--- src/ttos_pkg.sv ---
// shared constants and carriers of the trigger output selector
package ttos_pkg;

  // ----------------------------------------------------------------
  // register bus
  // ----------------------------------------------------------------
  localparam int         AXI_AW      = 8;
  localparam int         AXI_DW      = 32;
  localparam logic [7:0] CTRL_OFF    = 8'h04;
  localparam logic [7:0] STAT_OFF    = 8'h08;
  localparam logic [1:0] RESP_OKAY   = 2'h0;
  localparam logic [1:0] RESP_SLVERR = 2'h2;

  // ----------------------------------------------------------------
  // field layout and reset values
  // ----------------------------------------------------------------
  localparam int          SEL_LSB       = 4;
  localparam int          SEL_W         = 3;
  localparam logic [2:0]  SEL_RST_VAL   = 3'h0;
  localparam int          STAT_TRG_BIT  = 0;
  localparam int          STAT_RUN_BIT  = 1;
  localparam int          STAT_CNT_LSB  = 16;
  localparam int          CNT_W         = 16;
  localparam logic [15:0] CNT_RST_VAL   = 16'h0000;
  localparam logic [31:0] DATA_RST_VAL  = 32'h0000_0000;

  // ----------------------------------------------------------------
  // trigger source settings
  // ----------------------------------------------------------------
  localparam logic [2:0] SEL_RESET  = 3'h0;
  localparam logic [2:0] SEL_ENABLE = 3'h1;
  localparam logic [2:0] SEL_UPDATE = 3'h2;

  // ----------------------------------------------------------------
  // carriers
  // ----------------------------------------------------------------
  typedef struct packed {
    logic update_generate_bit;
    logic slave_reset;
    logic update_event;
  } ttos_evt_s;

  typedef struct packed {
    logic counter_run_bit;
    logic gated_mode;
    logic trigger_input;
  } ttos_run_s;

  typedef enum {WR_IDLE, WR_RESP} ttos_wr_e;
  typedef enum {RD_IDLE, RD_DATA} ttos_rd_e;

endpackage

--- src/ttos_sel.sv ---
// trigger source multiplexer with registered trigger output
`timescale 1ns/10ps
`default_nettype none
module ttos_sel
  import ttos_pkg::*;
(
  input  wire logic                  sys_clk,
  input  wire logic                  nrst,
  input  wire logic [SEL_W-1:0]      trigger_source_select,
  input  wire ttos_pkg::ttos_evt_s   evt,
  input  wire ttos_pkg::ttos_run_s   run,
  output logic                       trigger_output,
  output logic                       counter_run_signal
);

  // ----------------------------------------------------------------
  // source selection
  // ----------------------------------------------------------------
  logic slave_reset_dly_r;
  logic run_nxt;
  logic reset_src;
  logic src_nxt;

  // gated mode lets the trigger input hold the counter running
  assign run_nxt   = run.counter_run_bit | (run.gated_mode & run.trigger_input);
  // slave reset reaches the output one stage late
  assign reset_src = evt.update_generate_bit | slave_reset_dly_r;

  always_comb begin
    case (trigger_source_select)
      SEL_RESET:  src_nxt = reset_src;
      SEL_ENABLE: src_nxt = run_nxt;
      SEL_UPDATE: src_nxt = evt.update_event;
      default:    src_nxt = 1'b0;
    endcase
  end

  // ----------------------------------------------------------------
  // output flops
  // ----------------------------------------------------------------
  always_ff @(posedge sys_clk or negedge nrst) begin
    if (!nrst) begin
      slave_reset_dly_r  <= 1'b0;
      trigger_output     <= 1'b0;
      counter_run_signal <= 1'b0;
    end else begin
      slave_reset_dly_r  <= evt.slave_reset;
      trigger_output     <= src_nxt;
      counter_run_signal <= run_nxt;
    end
  end

endmodule
`default_nettype wire

--- src/ttos_top.sv ---
// trigger output selector with its axi4-lite register slave
//
// Notes on behaviour
// - bits six to four hold a read/write trigger source select field
// - select 000 drives the trigger output from the update generate bit
// - select 000: slave-mode counter reset pulses the output, one cycle late
// - enable select drives the trigger output from the counter run signal
// - select 001; run signal is run bit OR trigger input in gated mode
// - select 010 drives the trigger output from the update event
`timescale 1ns/10ps
`default_nettype none
module ttos_top
  import ttos_pkg::*;
(
  input  wire logic                 sys_clk,
  input  wire logic                 nrst,
  // axi4-lite slave
  input  wire logic [AXI_AW-1:0]    s_axi_awaddr,
  input  wire logic [2:0]           s_axi_awprot,
  input  wire logic                 s_axi_awvalid,
  output logic                      s_axi_awready,
  input  wire logic [AXI_DW-1:0]    s_axi_wdata,
  input  wire logic [AXI_DW/8-1:0]  s_axi_wstrb,
  input  wire logic                 s_axi_wvalid,
  output logic                      s_axi_wready,
  output logic [1:0]                s_axi_bresp,
  output logic                      s_axi_bvalid,
  input  wire logic                 s_axi_bready,
  input  wire logic [AXI_AW-1:0]    s_axi_araddr,
  input  wire logic [2:0]           s_axi_arprot,
  input  wire logic                 s_axi_arvalid,
  output logic                      s_axi_arready,
  output logic [AXI_DW-1:0]         s_axi_rdata,
  output logic [1:0]                s_axi_rresp,
  output logic                      s_axi_rvalid,
  input  wire logic                 s_axi_rready,
  // timer side
  input  wire ttos_pkg::ttos_evt_s  evt,
  input  wire ttos_pkg::ttos_run_s  run,
  output logic                      trigger_output,
  output logic                      counter_run_signal
);
  import ttos_pkg::*;

  // ----------------------------------------------------------------
  // address decode
  // ----------------------------------------------------------------
  function automatic logic reg_hit(input logic [AXI_AW-1:0] addr,
                                   input logic [AXI_AW-1:0] off);
    reg_hit = (addr[AXI_AW-1:2] == off[AXI_AW-1:2]);
  endfunction

  // both channels answer unmapped offsets the same way
  function automatic logic [1:0] resp_of(input logic mapped);
    resp_of = mapped ? RESP_OKAY : RESP_SLVERR;
  endfunction

  // ----------------------------------------------------------------
  // state
  // ----------------------------------------------------------------
  ttos_wr_e          wr_state_r;
  ttos_wr_e          wr_state_nxt;
  ttos_rd_e          rd_state_r;
  ttos_rd_e          rd_state_nxt;
  logic              aw_held_r;
  logic [AXI_AW-1:0] aw_addr_r;
  logic              w_held_r;
  logic [AXI_DW-1:0] w_data_r;
  logic              w_strb0_r;
  logic [SEL_W-1:0]  sel_r;
  logic [SEL_W-1:0]  sel_nxt;
  logic [CNT_W-1:0]  pulse_cnt_r;
  logic [CNT_W-1:0]  pulse_cnt_nxt;
  logic              trg_seen;
  logic              run_seen;

  // ----------------------------------------------------------------
  // write channel
  // ----------------------------------------------------------------
  wire aw_take   = s_axi_awvalid & s_axi_awready;
  wire w_take    = s_axi_wvalid & s_axi_wready;
  wire aw_have   = aw_held_r | aw_take;
  wire w_have    = w_held_r | w_take;
  wire [AXI_AW-1:0] wr_addr  = aw_held_r ? aw_addr_r : s_axi_awaddr;
  wire [AXI_DW-1:0] wr_data  = w_held_r ? w_data_r : s_axi_wdata;
  wire              wr_strb0 = w_held_r ? w_strb0_r : s_axi_wstrb[0];
  // aw and w may arrive in either order; the later beat fires the write
  wire wr_fire   = (wr_state_r == WR_IDLE) & aw_have & w_have;
  wire wr_ctrl   = reg_hit(wr_addr, CTRL_OFF);
  wire wr_stat   = reg_hit(wr_addr, STAT_OFF);
  wire wr_mapped = wr_ctrl | wr_stat;
  wire b_done    = s_axi_bvalid & s_axi_bready;
  wire [1:0] wr_resp = resp_of(wr_mapped);

  // ----------------------------------------------------------------
  // write state
  // ----------------------------------------------------------------
  always_comb begin
    wr_state_nxt = wr_state_r;
    case (wr_state_r)
      WR_IDLE: begin
        if (wr_fire) begin
          wr_state_nxt = WR_RESP;
        end
      end
      WR_RESP: begin
        if (b_done) begin
          wr_state_nxt = WR_IDLE;
        end
      end
      default: wr_state_nxt = WR_IDLE;
    endcase
  end

  // only the select field is stored; everything else is dropped
  assign sel_nxt = (wr_fire & wr_ctrl & wr_strb0) ?
                   wr_data[SEL_LSB +: SEL_W] : sel_r;

  always_ff @(posedge sys_clk or negedge nrst) begin
    if (!nrst) begin
      wr_state_r <= WR_IDLE;
    end else begin
      wr_state_r <= wr_state_nxt;
    end
  end

  always_ff @(posedge sys_clk or negedge nrst) begin
    if (!nrst) begin
      aw_held_r <= 1'b0;
      aw_addr_r <= '0;
    end else if (wr_fire) begin
      aw_held_r <= 1'b0;
    end else if (aw_take) begin
      aw_held_r <= 1'b1;
      aw_addr_r <= s_axi_awaddr;
    end
  end

  always_ff @(posedge sys_clk or negedge nrst) begin
    if (!nrst) begin
      w_held_r  <= 1'b0;
      w_data_r  <= DATA_RST_VAL;
      w_strb0_r <= 1'b0;
    end else if (wr_fire) begin
      w_held_r <= 1'b0;
    end else if (w_take) begin
      w_held_r  <= 1'b1;
      w_data_r  <= s_axi_wdata;
      w_strb0_r <= s_axi_wstrb[0];
    end
  end

  // ----------------------------------------------------------------
  // write ready and response
  // ----------------------------------------------------------------
  // ready is withdrawn once a beat is held, so nothing is overwritten
  wire aw_ready_nxt = (wr_state_nxt == WR_IDLE) & ~(aw_have & ~wr_fire);
  wire w_ready_nxt  = (wr_state_nxt == WR_IDLE) & ~(w_have & ~wr_fire);

  always_ff @(posedge sys_clk or negedge nrst) begin
    if (!nrst) begin
      s_axi_awready <= 1'b0;
      s_axi_wready  <= 1'b0;
    end else begin
      s_axi_awready <= aw_ready_nxt;
      s_axi_wready  <= w_ready_nxt;
    end
  end

  always_ff @(posedge sys_clk or negedge nrst) begin
    if (!nrst) begin
      s_axi_bvalid <= 1'b0;
      s_axi_bresp  <= RESP_OKAY;
    end else if (wr_fire) begin
      s_axi_bvalid <= 1'b1;
      s_axi_bresp  <= wr_resp;
    end else if (b_done) begin
      s_axi_bvalid <= 1'b0;
    end
  end

  // ----------------------------------------------------------------
  // control register
  // ----------------------------------------------------------------
  // a write without byte lane 0 keeps the old setting
  always_ff @(posedge sys_clk or negedge nrst) begin
    if (!nrst) begin
      sel_r <= SEL_RST_VAL;
    end else begin
      sel_r <= sel_nxt;
    end
  end

  // ----------------------------------------------------------------
  // trigger pulse counter
  // ----------------------------------------------------------------
  // a pulse in the clearing cycle still counts, so none is lost
  // the count wraps at its width; software must read it often enough
  wire cnt_clear = wr_fire & wr_stat;
  wire [CNT_W-1:0] cnt_base = cnt_clear ? CNT_RST_VAL : pulse_cnt_r;
  assign pulse_cnt_nxt = trigger_output ? (cnt_base + 16'h0001) : cnt_base;

  always_ff @(posedge sys_clk or negedge nrst) begin
    if (!nrst) begin
      pulse_cnt_r <= CNT_RST_VAL;
    end else begin
      pulse_cnt_r <= pulse_cnt_nxt;
    end
  end

  assign trg_seen = trigger_output;
  assign run_seen = counter_run_signal;

  // ----------------------------------------------------------------
  // read channel
  // ----------------------------------------------------------------
  wire ar_take = s_axi_arvalid & s_axi_arready;
  wire r_done  = s_axi_rvalid & s_axi_rready;
  wire rd_ctrl = reg_hit(s_axi_araddr, CTRL_OFF);
  wire rd_stat = reg_hit(s_axi_araddr, STAT_OFF);
  wire rd_mapped = rd_ctrl | rd_stat;
  wire [1:0] rd_resp = resp_of(rd_mapped);

  // ----------------------------------------------------------------
  // readback words
  // ----------------------------------------------------------------
  // reserved bits are tied low so no stale write data leaks back
  wire [AXI_DW-1:0] ctrl_word = AXI_DW'(sel_r) << SEL_LSB;
  wire [AXI_DW-1:0] stat_word = (AXI_DW'(pulse_cnt_r) << STAT_CNT_LSB)
                              | (AXI_DW'(run_seen) << STAT_RUN_BIT)
                              | (AXI_DW'(trg_seen) << STAT_TRG_BIT);
  wire [AXI_DW-1:0] rd_word   = rd_ctrl ? ctrl_word :
                                rd_stat ? stat_word : DATA_RST_VAL;

  // ----------------------------------------------------------------
  // read state
  // ----------------------------------------------------------------
  always_comb begin
    rd_state_nxt = rd_state_r;
    case (rd_state_r)
      RD_IDLE: begin
        if (ar_take) begin
          rd_state_nxt = RD_DATA;
        end
      end
      RD_DATA: begin
        if (r_done) begin
          rd_state_nxt = RD_IDLE;
        end
      end
      default: rd_state_nxt = RD_IDLE;
    endcase
  end

  always_ff @(posedge sys_clk or negedge nrst) begin
    if (!nrst) begin
      rd_state_r <= RD_IDLE;
    end else begin
      rd_state_r <= rd_state_nxt;
    end
  end

  // ----------------------------------------------------------------
  // read ready and response
  // ----------------------------------------------------------------
  // arready drops in the take cycle so no read slips in under rvalid
  wire ar_ready_nxt = (rd_state_nxt == RD_IDLE) & ~ar_take;

  always_ff @(posedge sys_clk or negedge nrst) begin
    if (!nrst) begin
      s_axi_arready <= 1'b0;
    end else begin
      s_axi_arready <= ar_ready_nxt;
    end
  end

  always_ff @(posedge sys_clk or negedge nrst) begin
    if (!nrst) begin
      s_axi_rvalid <= 1'b0;
      s_axi_rdata  <= DATA_RST_VAL;
      s_axi_rresp  <= RESP_OKAY;
    end else if (ar_take) begin
      s_axi_rvalid <= 1'b1;
      s_axi_rdata  <= rd_word;
      s_axi_rresp  <= rd_resp;
    end else if (r_done) begin
      s_axi_rvalid <= 1'b0;
    end
  end

  // ----------------------------------------------------------------
  // trigger selector
  // ----------------------------------------------------------------
  ttos_sel u_sel (
    .sys_clk               (sys_clk),
    .nrst                  (nrst),
    .trigger_source_select (sel_r),
    .evt                   (evt),
    .run                   (run),
    .trigger_output        (trigger_output),
    .counter_run_signal    (counter_run_signal)
  );

endmodule
`default_nettype wire

--- config.mk ---
export PLATFORM = sky130hd
export DESIGN_NAME = ttos_top
export DESIGN_NICKNAME = d
export VERILOG_FILES = /design/src/ttos_pkg.sv /design/src/ttos_sel.sv /design/src/ttos_top.sv
export SDC_FILE = /design/constraint.sdc
export NUM_CORES = 1
export LEC_CHECK = 0
export BUFFER_PORTS_ARGS = -buffer_cell sky130_fd_sc_hd__buf_2
export CORE_ASPECT_RATIO = 1.4
export CORE_MARGIN = 2
export CORE_UTILIZATION = 30
export CTS_BUF_LIST = sky130_fd_sc_hd__clkbuf_2
export DETAILED_ROUTE_END_ITERATION = 10
export HOLD_SLACK_MARGIN = 0.1
export RECOVER_POWER = 100
export SLEW_MARGIN = 5
export SYNTH_ARGS = -nofsm -noshare
export SYNTH_HDL_FRONTEND = slang
export SYNTH_HIERARCHICAL = 1
export SYNTH_SLANG_ARGS = --single-unit
--- constraint.sdc ---
create_clock -name sys_clk -period 3.2 [get_ports sys_clk]
set_clock_uncertainty 0.1 [all_clocks]
set_input_delay 0.32 -clock sys_clk [delete_from_list [all_inputs] [get_ports sys_clk]]
set_output_delay 0.32 -clock sys_clk [all_outputs]
set_load 0.1 [all_outputs]
After elaboration in Yosys (flattened, before gate mapping)
Index checks and enable logic that the tools add are counted.

$add $sub $neg: 1. Muxes and demuxes: 24. Bitwise operators: 28. Reduce and logical (&&, ||, !) cells: 12. Eq/ne operators: 8.

Operators by type and width (number): 2-to-1 mux 32 bit (6); zero test 32 bit (5); case mux 32 bit (2 select lines) (2); == test 32 x 1 -> 1 bit (second input constant) (2); 2-to-1 mux 16 bit (2); bitwise OR 32 x 1 -> 32 bit (1); bitwise OR 32 x 2 -> 32 bit (1); adder 16 x 1 -> 16 bit (second input constant) (1); bitwise AND 1 bit (16); == test 6 x 1 -> 1 bit (second input constant) (2); == test 6 x 2 -> 1 bit (second input constant) (2); 2-to-1 mux 1 bit (9); 2-to-1 mux 8 bit (1); nonzero test 2 bit (4); 2-to-1 mux 7 bit (1); bitwise OR 1 bit (6); 2-to-1 mux 2 bit (2); inverter 1 bit (4); AND reduction 2 bit (2); == test 3 x 1 -> 1 bit (second input constant) (1); == test 3 x 2 -> 1 bit (second input constant) (1); zero test 3 bit (1); case mux 1 bit (3 select lines) (1).

Register bits: 145. Logic and storage cells: 93. Bits of input ports: 71.

Depth between registers and ports, before layout
Gate-level depths: netlist of run 1.

Depth in word-level cells: 8. Mapped depth: 10. Gate-level depth less buffers: 9.

By module
Netlist of run 1, hierarchy kept.

By module, submodules not included: ttos_top (cells each 328, area each 4593.2 um2, instances 1); ttos_sel (cells each 9, area each 117.6 um2, instances 1).

Worst setup path before layout of run 1
OpenSTA, ideal clock, no wires.

Path type: register to register. Start point: register s_axi_awready. End point: register pulse_cnt_r[12]. Arrival time: 2.968 ns. Clock period less this slack: 3.187 ns. Library setup time: 0.119 ns. Data required time: 2.981 ns. Path slack: 0.013 ns. Buffers on the path: 1. Cell stages (with the launch flop): 11. Path through: dfrtp_1 -> a21oi_1 -> or3_1 -> clkbuf_1 -> a2111oi_4 -> nor2b_1 -> ha_1 -> nand3_1 -> nor4_1 -> xnor2_1 -> nor2_2.

Word-level cells in the longest chain between the ends: 8.

Ends and longest elaborated chain: start: declaration (RTL line ttos_top.sv:21) `output logic s_axi_awready,`; start signal: assignment (RTL line ttos_top.sv:165) `s_axi_awready <= aw_ready_nxt;`; bitwise AND 1 bit * (RTL line ttos_top.sv:80) `wire aw_take = s_axi_awvalid & s_axi_awready;`; bitwise OR 1 bit * (RTL line ttos_top.sv:82) `wire aw_have = aw_held_r | aw_take;`; bitwise AND 1 bit * (2 in a row) (RTL line ttos_top.sv:88) `wire wr_fire = (wr_state_r == WR_IDLE) & aw_have & w_have;`; bitwise AND 1 bit * (RTL line ttos_top.sv:199) `wire cnt_clear = wr_fire & wr_stat;`; 2-to-1 mux 16 bit * (RTL line ttos_top.sv:200) `wire [CNT_W-1:0] cnt_base = cnt_clear ? CNT_RST_VAL : pulse_cnt_r;`; adder 16 x 1 -> 16 bit (RTL line ttos_top.sv:201) `assign pulse_cnt_nxt = trigger_output ? (cnt_base + 16'h0001) : cnt_base;`; 2-to-1 mux 16 bit * (RTL line ttos_top.sv:201); named net pulse_cnt_nxt[12] (RTL line ttos_top.sv:73) `logic [CNT_W-1:0] pulse_cnt_nxt;`; end signal: assignment (RTL line ttos_top.sv:207) `pulse_cnt_r <= pulse_cnt_nxt;`; end: declaration (RTL line ttos_top.sv:72) `logic [CNT_W-1:0] pulse_cnt_r;`.

Mark *: on every way through the listed nets, which the timed path passes. The rest lies on a longest branch. A chain may end at the register's enable or synchronous reset.

Worst setup path after layout of run 1
Start point: register wr_state_r[18]. End point: register sel_r[2].

Word-level cells in the longest chain between the ends: 5.

Ends and longest elaborated chain: start: declaration (RTL line ttos_top.sv:61) `ttos_wr_e wr_state_r;`; start signal: assignment (RTL line ttos_top.sv:123) `wr_state_r <= wr_state_nxt;`; zero test 32 bit (RTL line ttos_top.sv:88); bitwise AND 1 bit (2 in a row) (RTL line ttos_top.sv:88); bitwise AND 1 bit (2 in a row) (RTL line ttos_top.sv:116) `assign sel_nxt = (wr_fire & wr_ctrl & wr_strb0) ?`; end signal: assignment (RTL line ttos_top.sv:190) `sel_r <= sel_nxt;`; end: declaration (RTL line ttos_top.sv:70) `logic [SEL_W-1:0] sel_r;`.

No other way between the ends.

==> impl_metrics.toml, run 1 <==
[job]
maxCapViolCount = 1

[critical_path]
cp-end-kind = "flip-flop"
startpoint_type = "flip-flop"
crit_required_ns = 3.64
arrival_ns = 3.34
cp_max_fo = 7
worstSetupPathType = "reg -> reg"

[clocking]
cts.htree.levels = 4
numCtsBuffers = 17
clock-sinks = 126
post-cts-setup-buffer-count = 0
cts_root_buf = "clkbuf_2"
clk_latency_ns = 0.64
postCtsHoldBufs = 37
clkSlewWorstSetupHoldPaths_ns = 0.19
cts_resized = 0
tritoncts = "done"
clockBufferDepth = 2

[floorplan]
fp.dieW_um = 110
core_mm2 = 0.0155
ioPinCount = 114
dieArea_mm2 = 0.0167
initial_utilization_pct = 30.4
num_rows = 54
die_y_um = 152

[worst_hold_path]
min_path_type = "in -> reg"

[synth]
synth_cell_types = 49
ys_ff_latch = 126
synth_cells = 337
post_synth_and_or_nand_nor_area_fraction_pct = 14.2
synth_top_flop_cell = "dfrtp_1"
synth-edff-count = 0
synthMuxAreaShare_pct = 4.04
yosysSeqAreaShare_pct = 66.9
synth_top_family_by_area = "simple AND/OR/NAND/NOR gates"
yosys_warnings = 6
async_flop_share_pct = 100
yosys.area_share.adder_pct = 0.266
synth-xor-area-share_pct = 2.23
syn-cell-area_mm2 = 0.00471
synth_compound_area_share_pct = 9.11
synth_area_per_cell_um2 = 14.0

[pwr]
p_per_area_mw_per_mm2 = 573
p_leak_nw = 2.63
peakVddDrop_mv = 0.205

[route]
drt_iter0_markers = 128
drt_pass1_iterations = 4
vias = 3167
ant_nets = 0
drcViolationCount = 0
finalWirelength_um = 9030
routed_via_density = 4.38
routedWlPerCell_um = 12.5

[placement]
io_buffers = 58
gp_congestion = 0.751
dp_hpwl_um = 6300
post-place-ws_ns = 0.397

[finish]
drive_above_1_share_pct = 19.4
seq_area_mm2 = 0.00315
area_growth_syn_to_layout_pct = 27.2
multi_input_area_mm2 = 0.00165
fin_nets = 586
num_antenna_cells = 0
fillCellCount = 1533

[grt]
overflow = 0
grt_start_max_net_pins = 70
antenna_found_initial = 0
grt_pass1_vias = 3265
grt_pass1_wl_um = 15000
grt_usage_pct = 11.6

[timing]
timing.final.crit_share_pct = 90.6
tightest_slew_ns = 1.69
fin_crit_ns = 2.90
hold_viol_final = 0
max_freq_mhz = 345
relSlewSlack_pct = -12.5
finalSetupViolations = 0
setup_ws_ns = 0.302
rsz0062_at_grt = "no"
finalMaxSlewViolations = 70
fin_setup_tns_ns = 0

[run_status]
status = "finished with violations"
violations = "capacitance limit, slew limit"
==> per-layer routing <==
metal	up-vias	global-route usage (%)	wire, um	share of wire, %
li1	1491	-	-	-
met4	0	4.22	110	1.2
met1	1586	13.1	3780	42
met5	-	0	0	0
met2	81	19.5	4650	51
met3	9	4.53	490	5.4
==> where the power goes <==
| group | internal (W) | switching (W) | leakage, nW |
|---|---|---|---|
| combinational | 0.000219 | 0.000338 | 0.965 |
| sequential | 0.00173 | 0.000115 | 1.53 |
| clock | 0.000442 | 0.000586 | 0.139 |
| total | 0.00239 | 0.00104 | 2.63 |
==> area by class of cell <==
cell class	instances	share of cell area [%]
inverter	5	0.313
tap	196	4.09
timing repair buffer	103	11.0
sequential	126	52.6
clock inverter	13	2.78
multi-input combinational	261	27.6
clock buffer	19	1.59
==> worst max-delay path, stage by stage, from the launching register on <==
cell and delay, ns:
dfrtp_1 0.40, nor4_1 0.37, nand4_2 0.20, clkbuf_1 0.25, a2111oi_0 1.05, mux2_2 0.43
==> synth_stat cells, types with 2 or more instances <==
| cell type | number | area (um^2) |
|---|---|---|
| nand4b_1 | 4 | 35.0 |
| nor2_2 | 10 | 62.6 |
| inv_1 | 5 | 18.8 |
| nand4_1 | 6 | 37.5 |
| nand2b_1 | 5 | 31.3 |
| nand2_1 | 16 | 60.1 |
| a22o_1 | 18 | 158 |
| o21ai_0 | 9 | 45.0 |
| nand3_1 | 4 | 20.0 |
| o221ai_1 | 2 | 17.5 |
| nor4_1 | 16 | 100 |
| nor4_2 | 3 | 37.5 |
| mux2_2 | 16 | 180 |
| nor2b_1 | 2 | 12.5 |
| nand4_2 | 2 | 25.0 |
| a21oi_1 | 6 | 30.0 |
| o311ai_4 | 2 | 52.6 |
| xnor2_1 | 10 | 87.6 |
| nor2_1 | 12 | 45.0 |
| and4b_1 | 2 | 20.0 |
| nor3_1 | 9 | 45.0 |
| buf_4 | 13 | 97.6 |
| or2_2 | 3 | 18.8 |
| a2111oi_4 | 2 | 55.1 |
| nor3b_1 | 2 | 15.0 |
| clkbuf_1 | 4 | 15.0 |
| xor2_1 | 2 | 17.5 |
| dfrtp_1 | 126 | 3150 |
| a21boi_0 | 3 | 22.5 |
| or3_1 | 4 | 25.0 |
==> flip-flops by register name, indices dropped and copies added, names as in the netlist, 3 cells and up <==
signal / cells
pulse_cnt_r: 16
w_data_r: 3
wr_state_r: 32
rd_state_r: 32
aw_addr_r: 6
s_axi_rdata: 21
sel_r: 3
==> cells by family after synthesis <==
| family | after synthesis |
|---|---|
| flops | 126 |
| simple gates | 108 |
| compound gates | 48 |
| buf+inv | 24 |
| mux | 17 |
| xor+xnor | 12 |
| fa+ha+maj | 1 |
| other cells | 1 |
==> metrics by stage <==
step | instances | instance area, um^2 | hold slack (ns) | util (%) | power (W)
after global routing | 723 | 5990 | 0.139 | 38.7 | 0.00363
after global placement | 654 | 5460 | 0.332 | 35.3 | 0.00235
after CTS | 723 | 6090 | 0.137 | 39.4 | 0.00349
after floorplan | 411 | 4990 | -0.0756 | - | 0.00224
after detailed placement | 654 | 5460 | 0.342 | 35.3 | 0.00237
final | 723 | 5990 | 0.216 | 38.7 | 0.00343
==> placed cells by master (no fill, tap or decap), drive strengths merged, types with 10 or more instances in the layout <==
| master | netlist | final |
|---|---|---|
| nor3 | 10 | 10 |
| dlygate4sd3 | 0 | 37 |
| nor2 | 22 | 22 |
| xnor2 | 10 | 10 |
| nor4 | 20 | 20 |
| nand2 | 16 | 16 |
| buf | 15 | 28 |
| conb | 1 | 75 |
| dfrtp | 126 | 126 |
| a22o | 18 | 18 |
| clkbuf | 4 | 57 |
| mux2 | 16 | 16 |
==> worst paths after layout <==
path	start	endpoint	slack, ns	depth (start not counted)
max in group asynchronous	nrst	s_axi_bvalid	0.95	3
worst min-delay path	evt[1]	u_sel/slave_reset_dly_r	0.22	2
worst min register to register	s_axi_rdata[6]	s_axi_rdata[6]	0.42	2
worst max register to register	wr_state_r[18]	sel_r[2]	0.30	5
min in group asynchronous	nrst	s_axi_arready	0.52	2
worst max-delay path	wr_state_r[18]	sel_r[2]	0.30	5
Power figures use the tool's default switching activity.
==> run 2, diff against run 1 <==
- ABC_AREA: not set -> 1
==> impl_metrics.toml, run 2 <==
[worst_hold_path]
min_path_type = "in -> reg"
hold_end = "s_axi_bvalid"
hold_start = "s_axi_bready"
holdPathStages = 3

[grt]
grt_start_max_net_pins = 65
grt_pass1_wl_um = 16100
overflow = 0
antenna_found_initial = 1
grt_usage_pct = 11.9
grt_pass1_vias = 3599

[placement]
post-place-ws_ns = 0.863
io_buffers = 58
dp_hpwl_um = 6230
placed_area_mm2 = 0.00550
gp_congestion = 0.772

[route]
drt_pass1_iterations = 4
drcViolationCount = 0
routed_via_density = 4.12
ant_nets = 0
routedWlPerCell_um = 10.7
vias = 3533
drt_iter0_markers = 117
finalWirelength_um = 9210

[timing]
fin_setup_tns_ns = 0
relSlewSlack_pct = -5.28
max_freq_mhz = 354
tightest_slew_ns = 1.58
whs_ns = 0.250
timing.final.crit_share_pct = 88.2
rsz0062_at_grt = "no"
finalMaxSlewViolations = 63
finalSetupViolations = 0
fin_crit_ns = 2.82
hold_viol_final = 0
setup_ws_ns = 0.377

[finish]
drive_above_1_share_pct = 11.2
layout_commonest_cell = "dfrtp_1"
layout_common_cells = "dfrtp_1, nand2_1, conb_1"
fin_area_mm2 = 0.00613
reg.largest.list = "rd_state_r (32), wr_state_r (32), s_axi_rdata (21)"
fin_nets = 720
fillCellCount = 1566
area_growth_syn_to_layout_pct = 27.6

[floorplan]
die_y_um = 154
num_rows = 54
fp.dieW_um = 111
initial_utilization_pct = 30.8
dieArea_mm2 = 0.0171
core_mm2 = 0.0156
ioPinCount = 114

[critical_path]
arrival_ns = 3.37
worstSetupPathType = "reg -> reg"
cp_max_fo = 12
startpoint_type = "flip-flop"
startpoint = "wr_state_r[8]"
worstRegToRegCells = 11
regToRegStartpoint = "wr_state_r[8]"
cp-end-kind = "flip-flop"
crit_required_ns = 3.75
r2r_end = "aw_addr_r[2]"
r2r_setup_slack_ns = 0.38

[job]
maxCapViolCount = 1

[clocking]
clockBufferDepth = 2
clock-sinks = 126
cts.htree.levels = 4
tritoncts = "done"
post-cts-setup-buffer-count = 0
clkSlewWorstSetupHoldPaths_ns = 0.17
numCtsBuffers = 17
clk_latency_ns = 0.70
cts_root_buf = "clkbuf_2"

[synth]
async_flop_share_pct = 100
synth_top_area_cell = "dfrtp_1"
synth_top_flop_cell = "dfrtp_1"
yosysMostFrequentCell = "dfrtp_1"
synthTopCellsByCount = "dfrtp_1, nand2_1, nor2_1, nand3_1, inv_1"
synth_top_area_share_pct = 65.6
ys_ff_latch = 126
yosysSeqAreaShare_pct = 65.6
synth_cells = 474
synth_area_per_cell_um2 = 10.1
syn-cell-area_mm2 = 0.00481
synthTopCellsByArea = "dfrtp_1, nand2_1, nand3_1"
synth_cell_types = 28
yosys_warnings = 6
synth-edff-count = 0

[run_status]
violations = "capacitance limit, slew limit"
status = "finished with violations"

[pwr]
peakVddDrop_mv = 0.250
p_leak_nw = 3.04
p_per_area_mw_per_mm2 = 520
## run 2: cell count changes after synthesis, sizes merged, moves of 5 or more
cell,previous run,this run
nand2,16,120
nand3,4,41
inv,5,39
nor2,22,52
a22o,18,0
o21ai,9,26
mux2,16,0
nor4,20,5
xnor2,10,3
xor2,2,8
nand2b,5,0
## run 2: how the worst max path moves through the flow
stage / to / slack, ns / cells past startpoint
floorplan: pulse_cnt_r[10] / 0.53 / 14
global placement: pulse_cnt_r[10] / 0.90 / 15
detailed placement: pulse_cnt_r[10] / 0.86 / 15
CTS: aw_addr_r[4] / 0.21 / 11
global route: pulse_cnt_r[12] / 0.1 / 16
finish: aw_addr_r[2] / 0.38 / 11
## run 2: routing by layer
metal	GRT usage (%)	share of wire, %
met1	12.6	41
met2	20.6	51
met3	4.69	6.0
met4	6.19	1.8
met5	0	0
## run 2: power breakdown
part | switching, W | internal (W) | total (W)
Combinational | 0.000263 | 0.000107 | 0.000371
Clock | 0.000569 | 0.000511 | 0.00108
Sequential | 0.0000588 | 0.00168 | 0.00174
## run 2: logic make-up after synthesis
logic type      synth area share [%]
compound gates                  3.54
other cells                   0.0780
fa+ha+maj                      0.260
xor+xnor                        2.00
buf+inv                         6.38
flops                           65.6
simple gates                    22.1
## run 2: area by class of cell
class | instances | area [um^2] | area share, %
well taps | 196 | 245 | 4.00
diodes | 1 | 2.50 | 0.0408
clock inverters | 13 | 171 | 2.80
flip-flops and latches | 126 | 3150 | 51.4
clock buffers | 19 | 95.1 | 1.55
multi-input cells | 360 | 1600 | 26.2
repair buffers | 104 | 714 | 11.7
inverters | 39 | 146 | 2.39
## run 2: through the flow
step	total power [W]	cells	util, %
finish	0.00319	858	39.3
global route	0.00338	858	39.3
CTS	0.00324	857	39.7
detailed placement	0.00212	783	35.3
global placement	0.00211	783	35.3
floorplan	0.00203	548	-
## run 2: critical path, cell delays in order, from the launching register on
cell and delay [ns]:
dfrtp_1 0.39, nor2_1 0.09, nand2_1 0.06, nor2_1 0.18
nand2_1 0.09, nor2_2 0.10, nand3_1 0.21, nand3_2 0.25
nor2_1 0.07, dlygate4sd3_1 0.56, a21oi_1 0.11, dlygate4sd3_1 0.55
## run 2: repair_timing
action                                 CTS  global route
resized for setup                        0             1
hold buffers                            42             0
endpoints found under the hold margin  111             0
setup endpoints to repair                0             2
==> run 3, diff against run 2 <==
- CORE_ASPECT_RATIO: 1.4 -> 2
- clock period: 3.2 -> 2.5 ns (I/O delays scaled with it)
==> impl_metrics.toml, run 3 (same netlist as run 2, synthesis figures left out) <==
[clocking]
clockBufferDepth = 2
cts.htree.levels = 4
clock-sinks = 126
cts_root_buf = "clkbuf_2"
tritoncts = "done"
numCtsBuffers = 17
clk_latency_ns = 0.65
clkSlewWorstSetupHoldPaths_ns = 0.21

[pwr]
clock_power_share_pct = 33.5
p_leak_nw = 3.08
power.internal_w = 0.00287
p_per_area_mw_per_mm2 = 669
netSwitchingPower_w = 0.00123
seqPwrFrac_pct = 54.5
p_sw_share_pct = 30.0
peakVddDrop_mv = 0.332
p_comb_share_pct = 12.0

[finish]
multi_input_area_mm2 = 0.00163
area_growth_syn_to_layout_pct = 27.7
reg.largest.list = "rd_state_r (32), wr_state_r (32), s_axi_rdata (21)"
fin_nets = 715
fin_area_mm2 = 0.00614
seq_area_mm2 = 0.00316
layout_common_cells = "dfrtp_1, nand2_1, conb_1"
final_cells = 858
fin_util_pct = 39.1
layout_commonest_cell = "dfrtp_1"
fillCellCount = 1588
drive_above_1_share_pct = 17.5

[grt]
overflow = 0
antenna_found_initial = 1
grt_pass1_vias = 3728
grt_usage_pct = 12.5
grt_start_max_net_pins = 48
grt_pass1_wl_um = 16500

[route]
vias = 3607
routed_via_density = 4.20
drt_iter0_markers = 127
drt_pass1_iterations = 4
routedWlPerCell_um = 11.4
drcViolationCount = 0
ant_nets = 0
finalWirelength_um = 9770

[timing]
max_freq_mhz = 443
finalSetupViolations = 0
whs_ns = 0.222
relSlewSlack_pct = 46.4
fin_crit_ns = 2.26
rsz0062_at_grt = "no"
timing.final.crit_share_pct = 90.4
tightest_slew_ns = 0.804
finalMaxSlewViolations = 0
fin_setup_tns_ns = 0
hold_viol_final = 0

[floorplan]
ioPinCount = 114
fp.dieW_um = 93.5
core_mm2 = 0.0157
die_y_um = 183
initial_utilization_pct = 30.6
num_rows = 65
dieArea_mm2 = 0.0171

[placement]
placed_area_mm2 = 0.00552
dp_cells = 791
io_buffers = 58
dp_hpwl_um = 7020
gp_congestion = 0.738

[worst_hold_path]
min_path_type = "in -> reg"
hold_start = "s_axi_bready"
hold_end = "s_axi_bvalid"
holdPathStages = 3

[critical_path]
worstSetupPathType = "reg -> reg"
arrival_ns = 2.76
cp-end-kind = "flip-flop"
r2r_setup_slack_ns = 0.24
regToRegStartpoint = "aw_held_r"
worstRegToRegCells = 15
cp_max_fo = 8
crit_required_ns = 3.00
r2r_end = "pulse_cnt_r[10]"
startpoint_type = "flip-flop"

[job]
maxCapViolCount = 0

[run_status]
status = "finished, final reports clean"
## run 3: area by class of cell
class,count,share of cell area (%)
multi-input cells,360,26.6
clock buffers,17,1.39
diodes,1,0.0408
repair buffers,99,11.0
inverters,39,2.39
flip-flops and latches,126,51.4
well taps,201,4.10
clock inverters,15,3.04
## run 3: power groups by stage
stage                     Sequential, W  Clock [W]  Combinational [W]
after floorplan                 0.00231          0           0.000291
after global placement          0.00226          0           0.000442
after detailed placement        0.00227          0           0.000455
after CTS                       0.00224    0.00143           0.000497
after global routing            0.00225    0.00151           0.000553
final                           0.00224    0.00138           0.000492
## run 3: critical path, stage by stage, from the launching register on
cell and delay, ns:
dfrtp_2 0.52, nor2_1 0.12, nand2_1 0.06, nand2_1 0.07
nand2_1 0.08, nor2_2 0.15, nand4_4 0.17, nand2_1 0.11
inv_1 0.05, ha_1 0.20, nand2_1 0.07, inv_1 0.05
nand4_1 0.15, nor2_4 0.08, nand2_1 0.08, xor2_1 0.15
## run 3: how the worst max path moves through the flow
stage	start	end	slack [ns]
2_1_floorplan	s_axi_awready	pulse_cnt_r[10]	0.06
3_3_place_gp	aw_held_r	pulse_cnt_r[8]	0.22
3_5_place_dp	aw_held_r	pulse_cnt_r[8]	0.17
4_1_cts	wr_state_r[27]	w_data_r[4]	0.06
5_1_grt	aw_held_r	pulse_cnt_r[10]	0.005
6_report	aw_held_r	pulse_cnt_r[10]	0.24
## run 3: what timing repair did
item	CTS	global route
hold endpoints to repair	177	0
buffers inserted	0	1
resized for setup	0	4
hold buffers	33	0
setup endpoints to repair	0	10
## run 3: metrics by stage
step           total power (W)  setup slack, ns
2_1_floorplan          0.00260           0.0632
3_3_place_gp           0.00271            0.215
3_5_place_dp           0.00273            0.170
4_1_cts                0.00416           0.0594
5_1_grt                0.00432          0.00526
6_report               0.00411            0.240
## run 3: metal layers
metal / GRT usage [%] / routed length (um) / vias to the layer above
met5: 0 / 0 / -
met4: 5.35 / 205 / 0
met3: 3.45 / 427 / 18
met2: 23.8 / 5500 / 86
met1: 12.1 / 3640 / 1737
li1: - / - / 1766
